===== src/lars_pkg.sv =====
// Contract
// start bit high one edge loads stage zero
// shift register advances start bit each edge
// active stage gates its pixel to output
// stage falling low resets pixel integrator
// bit leaves after last stage, output floats
// controller always supplies the closing clock
// next start no earlier than 130th clock
// start input low before the next edge
// integration time equals start pulse spacing
// output floats whenever no cycle runs
// two independent sections of 64 pixels
// each start input begins its own section
// first section chain pulse drives second start
// second chain pulse cascades or marks end
// chain pulse one clock as bit leaves
package lars_pkg;
	// ----------------------------------------
	// geometry
	// ----------------------------------------
	localparam int unsigned PIXELS_TOTAL = 128;
	localparam int unsigned SECTION_PIXELS = 64;
	localparam int unsigned SECTIONS = 2;
	localparam int unsigned PIX_IDX_W = 6;
	// ----------------------------------------
	// reset values and timing
	// ----------------------------------------
	localparam logic STAGE_RST = 1'h0;
	localparam int unsigned CYCLE_EDGES = PIXELS_TOTAL + 1;
	localparam int unsigned RESTART_EDGE = PIXELS_TOTAL + 2;
endpackage : lars_pkg


===== src/lars_pixel_mux.sv =====
`timescale 1ns/1ps
`default_nettype none
module lars_pixel_mux #(
	parameter int unsigned N = lars_pkg::SECTION_PIXELS,
	parameter int unsigned W = lars_pkg::PIX_IDX_W
) (
	input  wire logic         sys_clk,
	input  wire logic         rstn,
	input  wire logic [N-1:0] stage,
	output logic [W-1:0]      pixel_index,
	output logic              pixel_valid
);
	// ----------------------------------------
	// one-hot to index, registered
	// ----------------------------------------
	function automatic logic [W-1:0] onehot_idx(input logic [N-1:0] v);
		logic [W-1:0] r;
		r = '0;
		for (int i = 0; i < N; i++) begin
			if (v[i]) begin
				r = W'(i);
			end
		end
		return r;
	endfunction : onehot_idx

	always_ff @(posedge sys_clk or negedge rstn) begin
		if (!rstn) begin
			pixel_index <= '0;
		end else begin
			pixel_index <= onehot_idx(stage);
		end
	end

	always_ff @(posedge sys_clk or negedge rstn) begin
		if (!rstn) begin
			pixel_valid <= 1'h0;
		end else begin
			pixel_valid <= |stage;
		end
	end
endmodule : lars_pixel_mux
`default_nettype wire


===== src/lars_section.sv =====
`timescale 1ns/1ps
`default_nettype none
module lars_section #(
	parameter int unsigned N = lars_pkg::SECTION_PIXELS
) (
	input  wire logic         sys_clk,
	input  wire logic         rstn,
	input  wire logic         start_in,
	output logic [N-1:0]      stage,
	output logic [N-1:0]      pix_reset,
	output logic              chain_out,
	output logic              out_enable
);
	// ----------------------------------------
	// shift register
	// ----------------------------------------
	logic [N-1:0] stage_r;
	logic         chain_r;

	always_ff @(posedge sys_clk or negedge rstn) begin
		if (!rstn) begin
			stage_r <= {N{lars_pkg::STAGE_RST}};
		end else begin
			stage_r <= {stage_r[N-2:0], start_in};
		end
	end

	// bit leaving the last stage becomes the one-clock chain pulse
	always_ff @(posedge sys_clk or negedge rstn) begin
		if (!rstn) begin
			chain_r <= 1'h0;
		end else begin
			chain_r <= stage_r[N-1];
		end
	end

	// integrator reset pulses on the edge a stage drops back to zero
	logic [N-1:0] prev_r;
	always_ff @(posedge sys_clk or negedge rstn) begin
		if (!rstn) begin
			prev_r <= {N{1'h0}};
		end else begin
			prev_r <= stage_r;
		end
	end

	assign pix_reset  = prev_r & ~stage_r;
	assign stage      = stage_r;
	assign chain_out  = chain_r;
	assign out_enable = |stage_r;
endmodule : lars_section
`default_nettype wire


===== src/lars_top.sv =====
`timescale 1ns/1ps
`default_nettype none
// pixel_voltage_out_* are modelled digitally: a select index and a drive enable;
// enable low means the analog pin floats
module lars_top #(
	parameter int unsigned N = lars_pkg::SECTION_PIXELS,
	parameter int unsigned W = lars_pkg::PIX_IDX_W
) (
	input  wire logic         sys_clk,
	input  wire logic         rstn,
	input  wire logic         start_pulse_in_first,
	input  wire logic         start_pulse_in_second,
	output logic              chain_pulse_out_first,
	output logic              chain_pulse_out_second,
	output logic [W-1:0]      pixel_voltage_out_first,
	output logic              pixel_voltage_out_first_oe,
	output logic [W-1:0]      pixel_voltage_out_second,
	output logic              pixel_voltage_out_second_oe,
	output logic [N-1:0]      integ_reset_first,
	output logic [N-1:0]      integ_reset_second
);
	// ----------------------------------------
	// two independent sections
	// ----------------------------------------
	logic [N-1:0] stage_a;
	logic [N-1:0] stage_b;
	logic         oe_a;
	logic         oe_b;

	lars_section #(.N(N)) u_sec_first (
		.sys_clk   (sys_clk),
		.rstn      (rstn),
		.start_in  (start_pulse_in_first),
		.stage     (stage_a),
		.pix_reset (integ_reset_first),
		.chain_out (chain_pulse_out_first),
		.out_enable(oe_a)
	);

	lars_section #(.N(N)) u_sec_second (
		.sys_clk   (sys_clk),
		.rstn      (rstn),
		.start_in  (start_pulse_in_second),
		.stage     (stage_b),
		.pix_reset (integ_reset_second),
		.chain_out (chain_pulse_out_second),
		.out_enable(oe_b)
	);

	// ----------------------------------------
	// output selection, registered data
	// ----------------------------------------
	lars_pixel_mux #(.N(N), .W(W)) u_mux_first (
		.sys_clk    (sys_clk),
		.rstn       (rstn),
		.stage      (stage_a),
		.pixel_index(pixel_voltage_out_first),
		.pixel_valid(pixel_voltage_out_first_oe)
	);

	lars_pixel_mux #(.N(N), .W(W)) u_mux_second (
		.sys_clk    (sys_clk),
		.rstn       (rstn),
		.stage      (stage_b),
		.pixel_index(pixel_voltage_out_second),
		.pixel_valid(pixel_voltage_out_second_oe)
	);

	// ----------------------------------------
	// run-length helpers
	// ----------------------------------------
	// a 64-long repetition would be too heavy to unroll, so drive runs are counted instead
	logic [W:0] run_a_r;
	logic [W:0] run_b_r;

	always_ff @(posedge sys_clk or negedge rstn) begin
		if (!rstn) begin
			run_a_r <= '0;
		end else if (pixel_voltage_out_first_oe) begin
			run_a_r <= (W+1)'(run_a_r + 1'h1);
		end else begin
			run_a_r <= '0;
		end
	end

	always_ff @(posedge sys_clk or negedge rstn) begin
		if (!rstn) begin
			run_b_r <= '0;
		end else if (pixel_voltage_out_second_oe) begin
			run_b_r <= (W+1)'(run_b_r + 1'h1);
		end else begin
			run_b_r <= '0;
		end
	end
endmodule : lars_top
`default_nettype wire


===== config.mk =====
export PLATFORM = sky130hd
export DESIGN_NAME = lars_top
export DESIGN_NICKNAME = d
export VERILOG_FILES = /design/src/lars_pkg.sv /design/src/lars_pixel_mux.sv /design/src/lars_section.sv /design/src/lars_top.sv
export SDC_FILE = /design/constraint.sdc
export NUM_CORES = 1
export LEC_CHECK = 0
export CAP_MARGIN = 20
export CORE_MARGIN = 2
export CORE_UTILIZATION = 54
export CTS_CLUSTER_DIAMETER = 80
export CTS_CLUSTER_SIZE = 20
export DETAILED_ROUTE_END_ITERATION = 10
export DONT_BUFFER_PORTS = 1
export HOLD_SLACK_MARGIN = 0.12
export PLACE_DENSITY = 0.72
export SKIP_CTS_REPAIR_TIMING = 1
export SLEW_MARGIN = 20
export SYNTH_ARGS = -nofsm -noshare
export SYNTH_HDL_FRONTEND = slang
export SYNTH_SLANG_ARGS = --single-unit

===== constraint.sdc =====
create_clock -name sys_clk -period 2 [get_ports sys_clk]
set_input_delay 0.4 -clock sys_clk [delete_from_list [all_inputs] [get_ports sys_clk]]
set_output_delay 0.4 -clock sys_clk [all_outputs]
set_load 0.01 [all_outputs]

==> Word-level counts from Yosys, hierarchy flattened <==
Index checks and enable logic that the tools add are counted.
{ "op_classes": {"muxes": 126, "n_bitwise": 4, "n_reduce_logical": 2} }
{ "op_table": {"columns": ["op", "n"], "rows": [
  ["6-bit 2-to-1 mux", 124],
  ["64-bit AND", 2],
  ["64-bit inverter", 2],
  ["64-bit OR reduction", 2],
  ["1-bit 2-to-1 mux", 2]
]} }
{ "word_totals": {"ff_bits": 272} }

==> Logic depth before layout (Yosys ltp) <==
Gate-level depths: netlist of run 1.
{ "logic_depth": {"ltp_word": 63, "depth_mapped": 6} }

==> Modules after synthesis <==
From an unflattened synthesis of run 1, not the netlist that was laid out.
{ "unflattened": {"hier_cells": 590, "area_unflattened_um2": 6321.1} }
{ "by_module_without_submodules": {"columns": ["module", "n_inst", "cells_per_inst", "area_each_um2"], "rows": [
  ["lars_section", 2, 150, 2169.6],
  ["lars_pixel_mux", 2, 145, 991.0]
]} }

==> Worst setup path after synthesis of run 1 <==
OpenSTA, ideal clock, no wires.
{ "synth_timing": {"path_kind": "flip-flop to flip-flop", "startpoint": "reg u_sec_first.prev_r[15] (netlist name)", "endpoint": "reg u_mux_first.pixel_valid", "t_arrival_ns": 1.799, "t_required_ns": 1.862, "path_slack_ns": 0.063, "stages_incl_launch_ff": 5, "period_less_slack_ns": 1.937, "cell_sequence": "dfrtp_1 or4_4 nor4b_4 nand2_1 or4_1"} }
{ "synth_lines": {"columns": ["item", "line", "source"], "rows": [
  ["to (signal assigned)", "lars_pixel_mux.sv:39", "pixel_valid <= |stage;"],
  ["to (decl)", "lars_pixel_mux.sv:11", "output logic pixel_valid"]
]} }

==> results of run 1 <==
[registers in the layout (all words and copies together) (netlist names)]
| name | count |
|---|---|
| u_sec_first.chain_out | 1 |
| u_mux_second.pixel_index | 6 |
| u_sec_first.stage | 1 |
| u_mux_second.pixel_valid | 1 |
| u_sec_second.chain_out | 1 |
| u_sec_second.stage | 1 |
| u_mux_first.pixel_valid | 1 |
| u_sec_second.prev_r | 63 |
| u_sec_first.prev_r | 63 |
| u_mux_first.pixel_index | 6 |
[layer usage]
layer | GRT usage | part of all wire | vias up
met2 | 0.367 | 0.49 | 124
met5 | 0 | 0 | -
li1 | - | - | 2080
met1 | 0.337 | 0.44 | 2244
met4 | 0.0971 | 0.018 | 0
met3 | 0.0657 | 0.056 | 21
[cell families after synthesis]
group | Yosys count | share of synthesized area
AOI/OAI and AO/OA | 91 | 0.105
buffers and inverters | 26 | 0.0166
DFF | 144 | 0.614
and+or+nand+nor | 287 | 0.264
[worst register-to-register path: stages (launching register included)]
cell and delay [ns]:
dfrtp_2 0.44, or4_1 0.53, o211ai_1 0.24, a21oi_2 0.10, o211ai_1 0.20, a21boi_1 0.13
o2111ai_2 0.23
[final cells by class]
class | count | area [um^2] | area share
Sequential cell | 144 | 3610 | 0.503
Clock buffer | 26 | 508 | 0.0709
Tap cell | 140 | 175 | 0.0244
Multi-Input combinational cell | 378 | 2300 | 0.322
Inverter | 26 | 97.6 | 0.0136
Clock inverter | 5 | 27.5 | 0.00384
Timing Repair Buffer | 59 | 448 | 0.0625
[where the power goes]
| group | internal [mW] | switching [mW] |
|---|---|---|
| Combinational | 0.169 | 0.235 |
| Sequential | 3.03 | 0.145 |
| Clock | 1.71 | 1.12 |
| Total | 4.91 | 1.50 |
[placed cells by master, fill, tap and decap left out, drive strengths merged, types with 19 or more instances in the layout]
cell type / Yosys / layout
nand2: 26 / 26
nor2: 85 / 85
o21ai: 19 / 19
inv: 26 / 26
buf: 0 / 57
clkbuf: 0 / 26
a21oi: 23 / 23
nor4: 28 / 28
dfrtp: 144 / 144
nor2b: 103 / 103
[stage by stage]
stage,utilization,std cells
after floorplan,-,548
after global placement,0.603,742
after detailed placement,0.603,742
after CTS,0.653,773
after global routing,0.670,778
final,0.670,778
[final timing paths]
path,cells past startpoint,from,to,slack [ns]
setup / recovery,6,u_sec_first.prev_r[8],u_mux_first.pixel_index[2],0.04
setup reg to reg,6,u_sec_first.prev_r[8],u_mux_first.pixel_index[2],0.04
max in group asynchronous,0,rstn,u_sec_second.prev_r[10],2.19
min in group sys_clk,0,u_sec_second.stage[0],u_sec_second.prev_r[0],0.41
hold reg to reg,0,u_sec_second.stage[0],u_sec_second.prev_r[0],0.41
hold / removal,0,rstn,u_sec_second.prev_r[57],-0.44
==> results by group, run 1 <==
Detailed routing
  – Drt first pass iters: 4
  – Post-route ant nets: 0
  – Vias per cell: 5.74
  – DRC: 0
  – Via count: 4469
  – DRT Wirelength: 13900 um
  – Wire per inst: 17.8 um
  – Detailed Route Iter0 Violations: 273

GRT
  – Global-route wire length before repair: 21900 um
  – Global route total overflow: 0
  – Pin count of the biggest net entering global routing: 145
  – Number of global-route vias before repair: 4227
  – GRT Overall Usage: 0.243
  – Initial antenna violation count: 0

Cells and area
  – Area growth syn-to-layout: 22.1%
  – ANT cells: 0
  – Share of layout cells above drive strength 1: 0.180
  – Post-route design area: 7170 um^2
  – # fillers: 850
  – Nets: 630

Timing
  – Final Hold Viols: 144
  – Setup TNS: 0 ns
  – RSZ-0062 raised after global routing: yes
  – Setup Skew: 0.00697 ns
  – Worst Hold Margin: -0.441 ns
  – Slew of the pin with the lowest slew margin: 0.517 ns
  – Max_slew headroom: 0.655
  – Crit share post-route: 0.980
  – Fin. max-slew vios: 0
  – Minimum clock period: 1.96 ns
  – FMAX: 510 MHz
  – Final setup violation count: 0
  – Setup WS post-layout: 0.0405 ns

Synth
  – Leading area contributor after synthesis: dfrtp_1
  – Area contributors post-synth: dfrtp_1 (61%), nor2b_1 (11%), nor2_1 (5.4%)
  – Warnings from Yosys: 0
  – Post-synth EDFFs: 0
  – Synth top cells by count: dfrtp_1 (144), nor2b_1 (103), nor2_1 (85)
  – Synth Area per Inst: 10.7 um^2
  – Most used DFF post-synth: dfrtp_1
  – Seq/Total Area, Yosys: 0.614
  – Top-count cell post-synth: dfrtp_1
  – #FFs+latches synth: 144
  – Ys async rst share: 1.00
  – Synth top area share: 0.614
  – Net Count, Synth: 552
  – Synth unique cells: 37
  – Syn Inst Count: 548
  – Synthesized area: 5870 um^2

Worst setup path
  – Critical Path Most Common Cell: o211ai_1
  – Crit Path Class: reg -> reg
  – Startpoint types: flip-flop
  – Cell family with most CP delay: compound AO/OA/AOI/OAI gates
  – Req. time, crit path: 2.44 ns
  – Setup crit end kind: flip-flop
  – CP max FO: 6
  – Critical path buffer and inverter count: 0
  – Slowest-stage cell, CP: or4_1
  – CP arrival: 2.40 ns
  – Crit-path cells: or4_1 > o211ai_1 > a21oi_2 > o211ai_1 > a21boi_1 > o2111ai_2
  – Crit path largest cell delay: 0.53 ns

Job
  – Max Cap Violations: 0

Place
  – Placed inst area: 6450 um^2
  – GPL Wtd Cong: 0.860
  – DP HPWL: 9490 um
  – Buffers added on ports: 0
  – Pre-CTS WS: 0.00519 ns

Floorplanning
  – CORE AREA: 10700 um^2
  – Die area: 11700 um^2
  – Row cnt: 38
  – Number of top-level pins: 148
  – DIE WIDTH: 108 um
  – Die Ht: 108 um
  – Initial Utilization: 0.549

CTS
  – CTS max path bufs: 2
  – Clk_lat worst skew: 0.54 ns
  – TritonCTS clock tree: built
  – CTS Buf Count: 17
  – CTS Root Cell: clkbuf_8
  – Clock-pin slew on the worst setup and hold paths: 0.06 ns
  – Clk sink count: 144
  – H-tree levels: 4

Power
  – Overall power: 6.41 mW
  – Pwr Density: 894 nW/um^2
  – Static leakage: 3.16 nW
  – Max VDD drop: 728 uV

Status
  – Outcome: complete, but fails checks
  – Failing checks: hold timing

Worst hold path
  – Worst min path class: in -> async
No activity file was read; power rests on OpenSTA's default activity.
==> inputs of run 2 (changes only) <==
--- a/config.mk
+++ b/config.mk
@@ -14,6 +14,7 @@
 export DONT_BUFFER_PORTS = 1
 export HOLD_SLACK_MARGIN = 0.12
 export PLACE_DENSITY = 0.72
+export RECOVER_POWER = 50
 export SKIP_CTS_REPAIR_TIMING = 1
 export SLEW_MARGIN = 20
 export SYNTH_ARGS = -nofsm -noshare
==> run 2 against run 1 <==
  * The run still ends with hold timing left
  * Total power hardly changed
  * Wire length stayed put
  * Utilization hardly changed
  * Global-route usage stayed put
  * Combinational power hardly changed
  * Count of clock-buffer cells in the layout stayed put
  * Non-clock buffer count stayed put
  * Sequential share of layout area hardly changed
  * Critical path type unchanged
==> results by group, run 2 (synthesized netlist as in run 1, its figures left out) <==
Worst setup path
  – Setup crit end kind: flip-flop
  – Cell family with most CP delay: compound AO/OA/AOI/OAI gates
  – Slowest-stage cell, CP: or4_1
  – Reg2reg setup slack: 0.04 ns
  – CP max FO: 6
  – Worst r2r src: u_sec_first.prev_r[8]
  – Startpoint types: flip-flop
  – R2r worst-path depth: 6
  – Crit path largest cell delay: 0.53 ns
  – Critical Path Most Common Cell: o211ai_1
  – RR Endpoint: u_mux_first.pixel_index[2]
  – Req. time, crit path: 2.44 ns
  – Critical path buffer and inverter count: 0
  – CP arrival: 2.40 ns
  – Crit Path Class: reg -> reg
  – Crit-path cells: or4_1 > o211ai_1 > a21oi_2 > o211ai_1 > a21boi_1 > o2111ai_2

CTS
  – TritonCTS clock tree: built
  – Clk sink count: 144
  – CTS Buf Count: 17
  – CTS max path bufs: 2
  – CTS Root Cell: clkbuf_8
  – H-tree levels: 4
  – Clk_lat worst skew: 0.54 ns
  – Clock-pin slew on the worst setup and hold paths: 0.06 ns

Timing
  – Slew of the pin with the lowest slew margin: 0.517 ns
  – Setup Skew: 0.00702 ns
  – Minimum clock period: 1.96 ns
  – Crit share post-route: 0.980
  – RSZ-0062 raised after global routing: yes
  – FMAX: 510 MHz
  – Final setup violation count: 0
  – Max_slew headroom: 0.655
  – Final Hold Viols: 144
  – Worst Hold Margin: -0.441 ns
  – Fin. max-slew vios: 0

Detailed routing
  – Vias per cell: 5.74
  – DRT Wirelength: 13900 um
  – Via count: 4467
  – Wire per inst: 17.8 um
  – Post-route ant nets: 0
  – Met2 WL post-DR: 6760 um
  – Drt first pass iters: 4
  – DR top layer: met4
  – Met1 WL: 6090 um
  – DRC: 0
  – Total length of routed met3 wires: 781 um
  – Detailed Route Iter0 Violations: 273

Floorplanning
  – Number of top-level pins: 148
  – Row cnt: 38
  – CORE AREA: 10700 um^2
  – Initial Utilization: 0.549
  – Die area: 11700 um^2
  – Die Ht: 108 um
  – DIE WIDTH: 108 um

GRT
  – Global-route wire length before repair: 21900 um
  – Global route total overflow: 0
  – GRT Overall Usage: 0.243
  – Pin count of the biggest net entering global routing: 145
  – Number of global-route vias before repair: 4227
  – Initial antenna violation count: 0

Status
  – Failing checks: hold timing
  – Outcome: complete, but fails checks

Place
  – Placed Cells incl. Taps: 742
  – GPL Wtd Cong: 0.860
  – Buffers added on ports: 0
  – DP HPWL: 9490 um

Cells and area
  – Most frequent cells in the layout: dfrtp_1 (143), nor2b_1 (103), nor2_1 (84), buf_4 (57)
  – ANT cells: 0
  – Nets: 630
  – Fin util: 0.670
  – Area growth syn-to-layout: 22.1%
  – Post-Layout Cell Count: 778
  – # fillers: 850
  – Biggest regs: u_sec_first.prev_r x63, u_sec_second.prev_r x63
  – Share of layout cells above drive strength 1: 0.177
  – Most common cell after layout, fill and taps aside: dfrtp_1

Power
  – Pwr Density: 895 nW/um^2
  – Overall power: 6.41 mW
  – Max VDD drop: 728 uV
  – Static leakage: 3.17 nW

Worst hold path
  – Worst min path class: in -> async

Job
  – Max Cap Violations: 0
run 2: cell type report:
type | instances | area, um^2 | area share
clock inverters | 5 | 27.5 | 0.00384
well taps | 140 | 175 | 0.0244
repair buffers | 59 | 448 | 0.0625
multi-input cells | 378 | 2300 | 0.322
inverters | 26 | 97.6 | 0.0136
flip-flops and latches | 144 | 3600 | 0.503
clock buffers | 26 | 508 | 0.0709
run 2: power breakdown:
| part | total, mW | internal [mW] | switching [mW] |
|---|---|---|---|
| Combinational | 0.404 | 0.169 | 0.235 |
| Sequential | 3.18 | 3.03 | 0.145 |
| Clock | 2.83 | 1.71 | 1.12 |
| Total | 6.41 | 4.91 | 1.50 |
run 2: worst register-to-register path, delay by kind of cell (launching register included):
kind,cells,cell delay (ns)
compound gates,5,0.90
flops,1,0.44
simple gates,1,0.53
run 2: metrics by stage:
stage               hold slack, ns  area, um^2  setup WS, ns  TNS [ns]
floorplan                    0.104        5870        0.0628         0
global placement             0.107        6450        0.0369         0
detailed placement           0.107        6450       0.00519         0
CTS                         -0.465        6990       -0.0111   -0.0111
global route                -0.464        7170       -0.0240   -0.0393
finish                      -0.441        7170        0.0405         0
run 2: worst max path at each step:
stage	startpoint	to	slack (ns)	cells past startpoint
finish	u_sec_first.prev_r[8]	u_mux_first.pixel_index[2]	0.04	6
global route	u_sec_second.prev_r[55]	u_mux_second.pixel_valid	-0.02	5
CTS	u_sec_second.prev_r[10]	u_mux_second.pixel_index[0]	-0.01	5
detailed placement	u_sec_first.prev_r[7]	u_mux_first.pixel_index[0]	0.005	6
global placement	u_sec_second.prev_r[10]	u_mux_second.pixel_index[0]	0.04	5
floorplan	u_sec_first.prev_r[15]	u_mux_first.pixel_valid	0.06	4
run 2: routing by layer:
metal,track usage,vias up
li1,-,2080
met1,0.337,2244
met2,0.367,122
met3,0.0657,21
met4,0.0971,0
met5,0,-
==> inputs of run 3 (changes only) <==
--- a/config.mk
+++ b/config.mk
@@ -6,14 +6,16 @@
 export NUM_CORES = 1
 export LEC_CHECK = 0
 export CAP_MARGIN = 20
+export CELL_PAD_IN_SITES_DETAIL_PLACEMENT = 1
+export CELL_PAD_IN_SITES_GLOBAL_PLACEMENT = 1
 export CORE_MARGIN = 2
-export CORE_UTILIZATION = 54
-export CTS_CLUSTER_DIAMETER = 80
+export CORE_UTILIZATION = 44
+export CTS_CLUSTER_DIAMETER = 150
 export CTS_CLUSTER_SIZE = 20
 export DETAILED_ROUTE_END_ITERATION = 10
 export DONT_BUFFER_PORTS = 1
 export HOLD_SLACK_MARGIN = 0.12
-export PLACE_DENSITY = 0.72
+export PLACE_DENSITY_LB_ADDON = 0.1
 export RECOVER_POWER = 50
 export SKIP_CTS_REPAIR_TIMING = 1
 export SLEW_MARGIN = 20
==> run 3 against run 2 <==
  * Total power is 7.5% higher
  * Die area increased by 22%
  * Register-to-register slack barely moved
  * The flow still finishes with violations (hold timing)
==> results by group, run 3 (synthesized netlist as in run 1, its figures left out) <==
Timing
  – Max_slew headroom: 0.681
  – Slew of the pin with the lowest slew margin: 0.477 ns
  – Setup WS post-layout: 0.0392 ns
  – Final setup violation count: 0
  – Minimum clock period: 1.96 ns
  – Setup Skew: 0.00584 ns
  – FMAX: 510 MHz
  – Worst Hold Margin: -0.322 ns
  – Crit share post-route: 0.980
  – Final Hold Viols: 144
  – RSZ-0062 raised after global routing: yes
  – Fin. max-slew vios: 0

Cells and area
  – # fillers: 1422
  – Fin util: 0.565
  – Biggest regs: u_sec_first.prev_r x63, u_sec_second.prev_r x63
  – Most common cell after layout, fill and taps aside: dfrtp_1
  – Area growth syn-to-layout: 26.4%
  – Post-Layout Cell Count: 832
  – ANT cells: 0
  – Nets: 649
  – Register area: 3610 um^2
  – Multi-input logic area: 2310 um^2
  – Most frequent cells in the layout: dfrtp_1 (142), nor2b_1 (103), nor2_1 (84), buf_4 (72)
  – Share of layout cells above drive strength 1: 0.200

Detailed routing
  – DRC: 0
  – Wire per inst: 18.9 um
  – Drt first pass iters: 4
  – Via count: 4545
  – DRT Wirelength: 15800 um
  – Vias per cell: 5.46
  – Post-route ant nets: 0
  – Detailed Route Iter0 Violations: 197

Worst setup path
  – Critical path buffer and inverter count: 0
  – Crit Path Class: reg -> reg
  – Crit path largest cell delay: 0.57 ns
  – Worst r2r src: u_sec_second.prev_r[18]
  – CP max FO: 2
  – Cell family with most CP delay: simple AND/OR/NAND/NOR gates
  – Req. time, crit path: 2.28 ns
  – Reg2reg setup slack: 0.04 ns
  – Startpoint types: flip-flop
  – RR Endpoint: u_mux_second.pixel_valid
  – Setup crit end kind: flip-flop
  – CP arrival: 2.24 ns
  – Crit-path cells: or4_4 > nor4b_4 > nand2_1 > or4_1
  – Slowest-stage cell, CP: or4_4
  – R2r worst-path depth: 4

GRT
  – Global route total overflow: 0
  – GRT Overall Usage: 0.226
  – Number of global-route vias before repair: 4712
  – Pin count of the biggest net entering global routing: 145
  – Global-route wire length before repair: 25300 um
  – Initial antenna violation count: 0

Floorplanning
  – Initial Utilization: 0.447
  – CORE AREA: 13100 um^2
  – Die area: 14300 um^2
  – DIE WIDTH: 119 um
  – Die Ht: 119 um
  – Row cnt: 42
  – Number of top-level pins: 148

CTS
  – CTS max path bufs: 2
  – Clk_lat worst skew: 0.42 ns
  – H-tree levels: 4
  – Clock-pin slew on the worst setup and hold paths: 0.06 ns
  – CTS Buf Count: 17
  – Clk sink count: 144
  – TritonCTS clock tree: built
  – CTS Root Cell: clkbuf_16

Place
  – Placed Cells incl. Taps: 795
  – Buffers added on ports: 0
  – Pre-CTS WS: -0.115 ns
  – GPL Wtd Cong: 0.783
  – DP HPWL: 11100 um

Power
  – Max VDD drop: 714 uV
  – Static leakage: 3.27 nW
  – Overall power: 6.89 mW
  – Pwr Density: 929 nW/um^2

Status
  – Failing checks: hold timing
  – Outcome: complete, but fails checks

Worst hold path
  – Worst min path class: in -> async

Job
  – Max Cap Violations: 0
-- run 3: changes by cell type in the layout (fill, tap and decap cells not counted), sizes merged --
cell and delta:
bufinv +3, clkbuf +3, buf +15, clkinvlp -1, clkinv -2
-- run 3: final cells by class --
cell class / instances / share of cell area
Clock inverter: 5 / 0.0135
Timing Repair Buffer: 78 / 0.0776
Inverter: 26 / 0.0132
Clock buffer: 25 / 0.0695
Sequential cell: 144 / 0.486
Multi-Input combinational cell: 378 / 0.311
Tap cell: 176 / 0.0297
-- run 3: worst register-to-register path: stages, from the launching register on --
cell and delay (ns):
dfrtp_1 0.39, or4_4 0.57, nor4b_4 0.31, nand2_1 0.10
or4_1 0.47
-- run 3: how the worst max path moves through the flow --
stage | startpoint | to | slack, ns | cells past startpoint
floorplan | u_sec_first.prev_r[15] | u_mux_first.pixel_valid | 0.06 | 4
global placement | u_sec_second.prev_r[6] | u_mux_second.pixel_index[0] | -0.03 | 5
detailed placement | u_sec_first.prev_r[7] | u_mux_first.pixel_index[0] | -0.12 | 6
CTS | u_sec_first.prev_r[7] | u_mux_first.pixel_index[0] | -0.23 | 6
global route | u_sec_second.prev_r[18] | u_mux_second.pixel_valid | -0.03 | 4
finish | u_sec_second.prev_r[18] | u_mux_second.pixel_valid | 0.04 | 4
-- run 3: power by group --
| part | internal [mW] | total (mW) | leakage [nW] | switching, mW |
|---|---|---|---|---|
| Combinational | 0.182 | 0.441 | 1.23 | 0.259 |
| Sequential | 3.03 | 3.17 | 1.74 | 0.137 |
| Clock | 2.14 | 3.28 | 0.305 | 1.13 |
| Total | 5.36 | 6.89 | 3.27 | 1.53 |
-- run 3: per-layer routing --
layer,GRT usage,vias up,share of wire
li1,-,2120,-
met5,0,-,0
met1,0.318,2312,0.47
met2,0.341,101,0.48
met3,0.0713,12,0.046
met4,0.0574,0,0.0088
-- run 3: stage by stage --
stage,TNS (ns),area (um^2)
finish,0,7420
global route,-0.0628,7420
CTS,-0.436,7240
detailed placement,-0.250,6620
global placement,-0.0350,6620
floorplan,0,5870
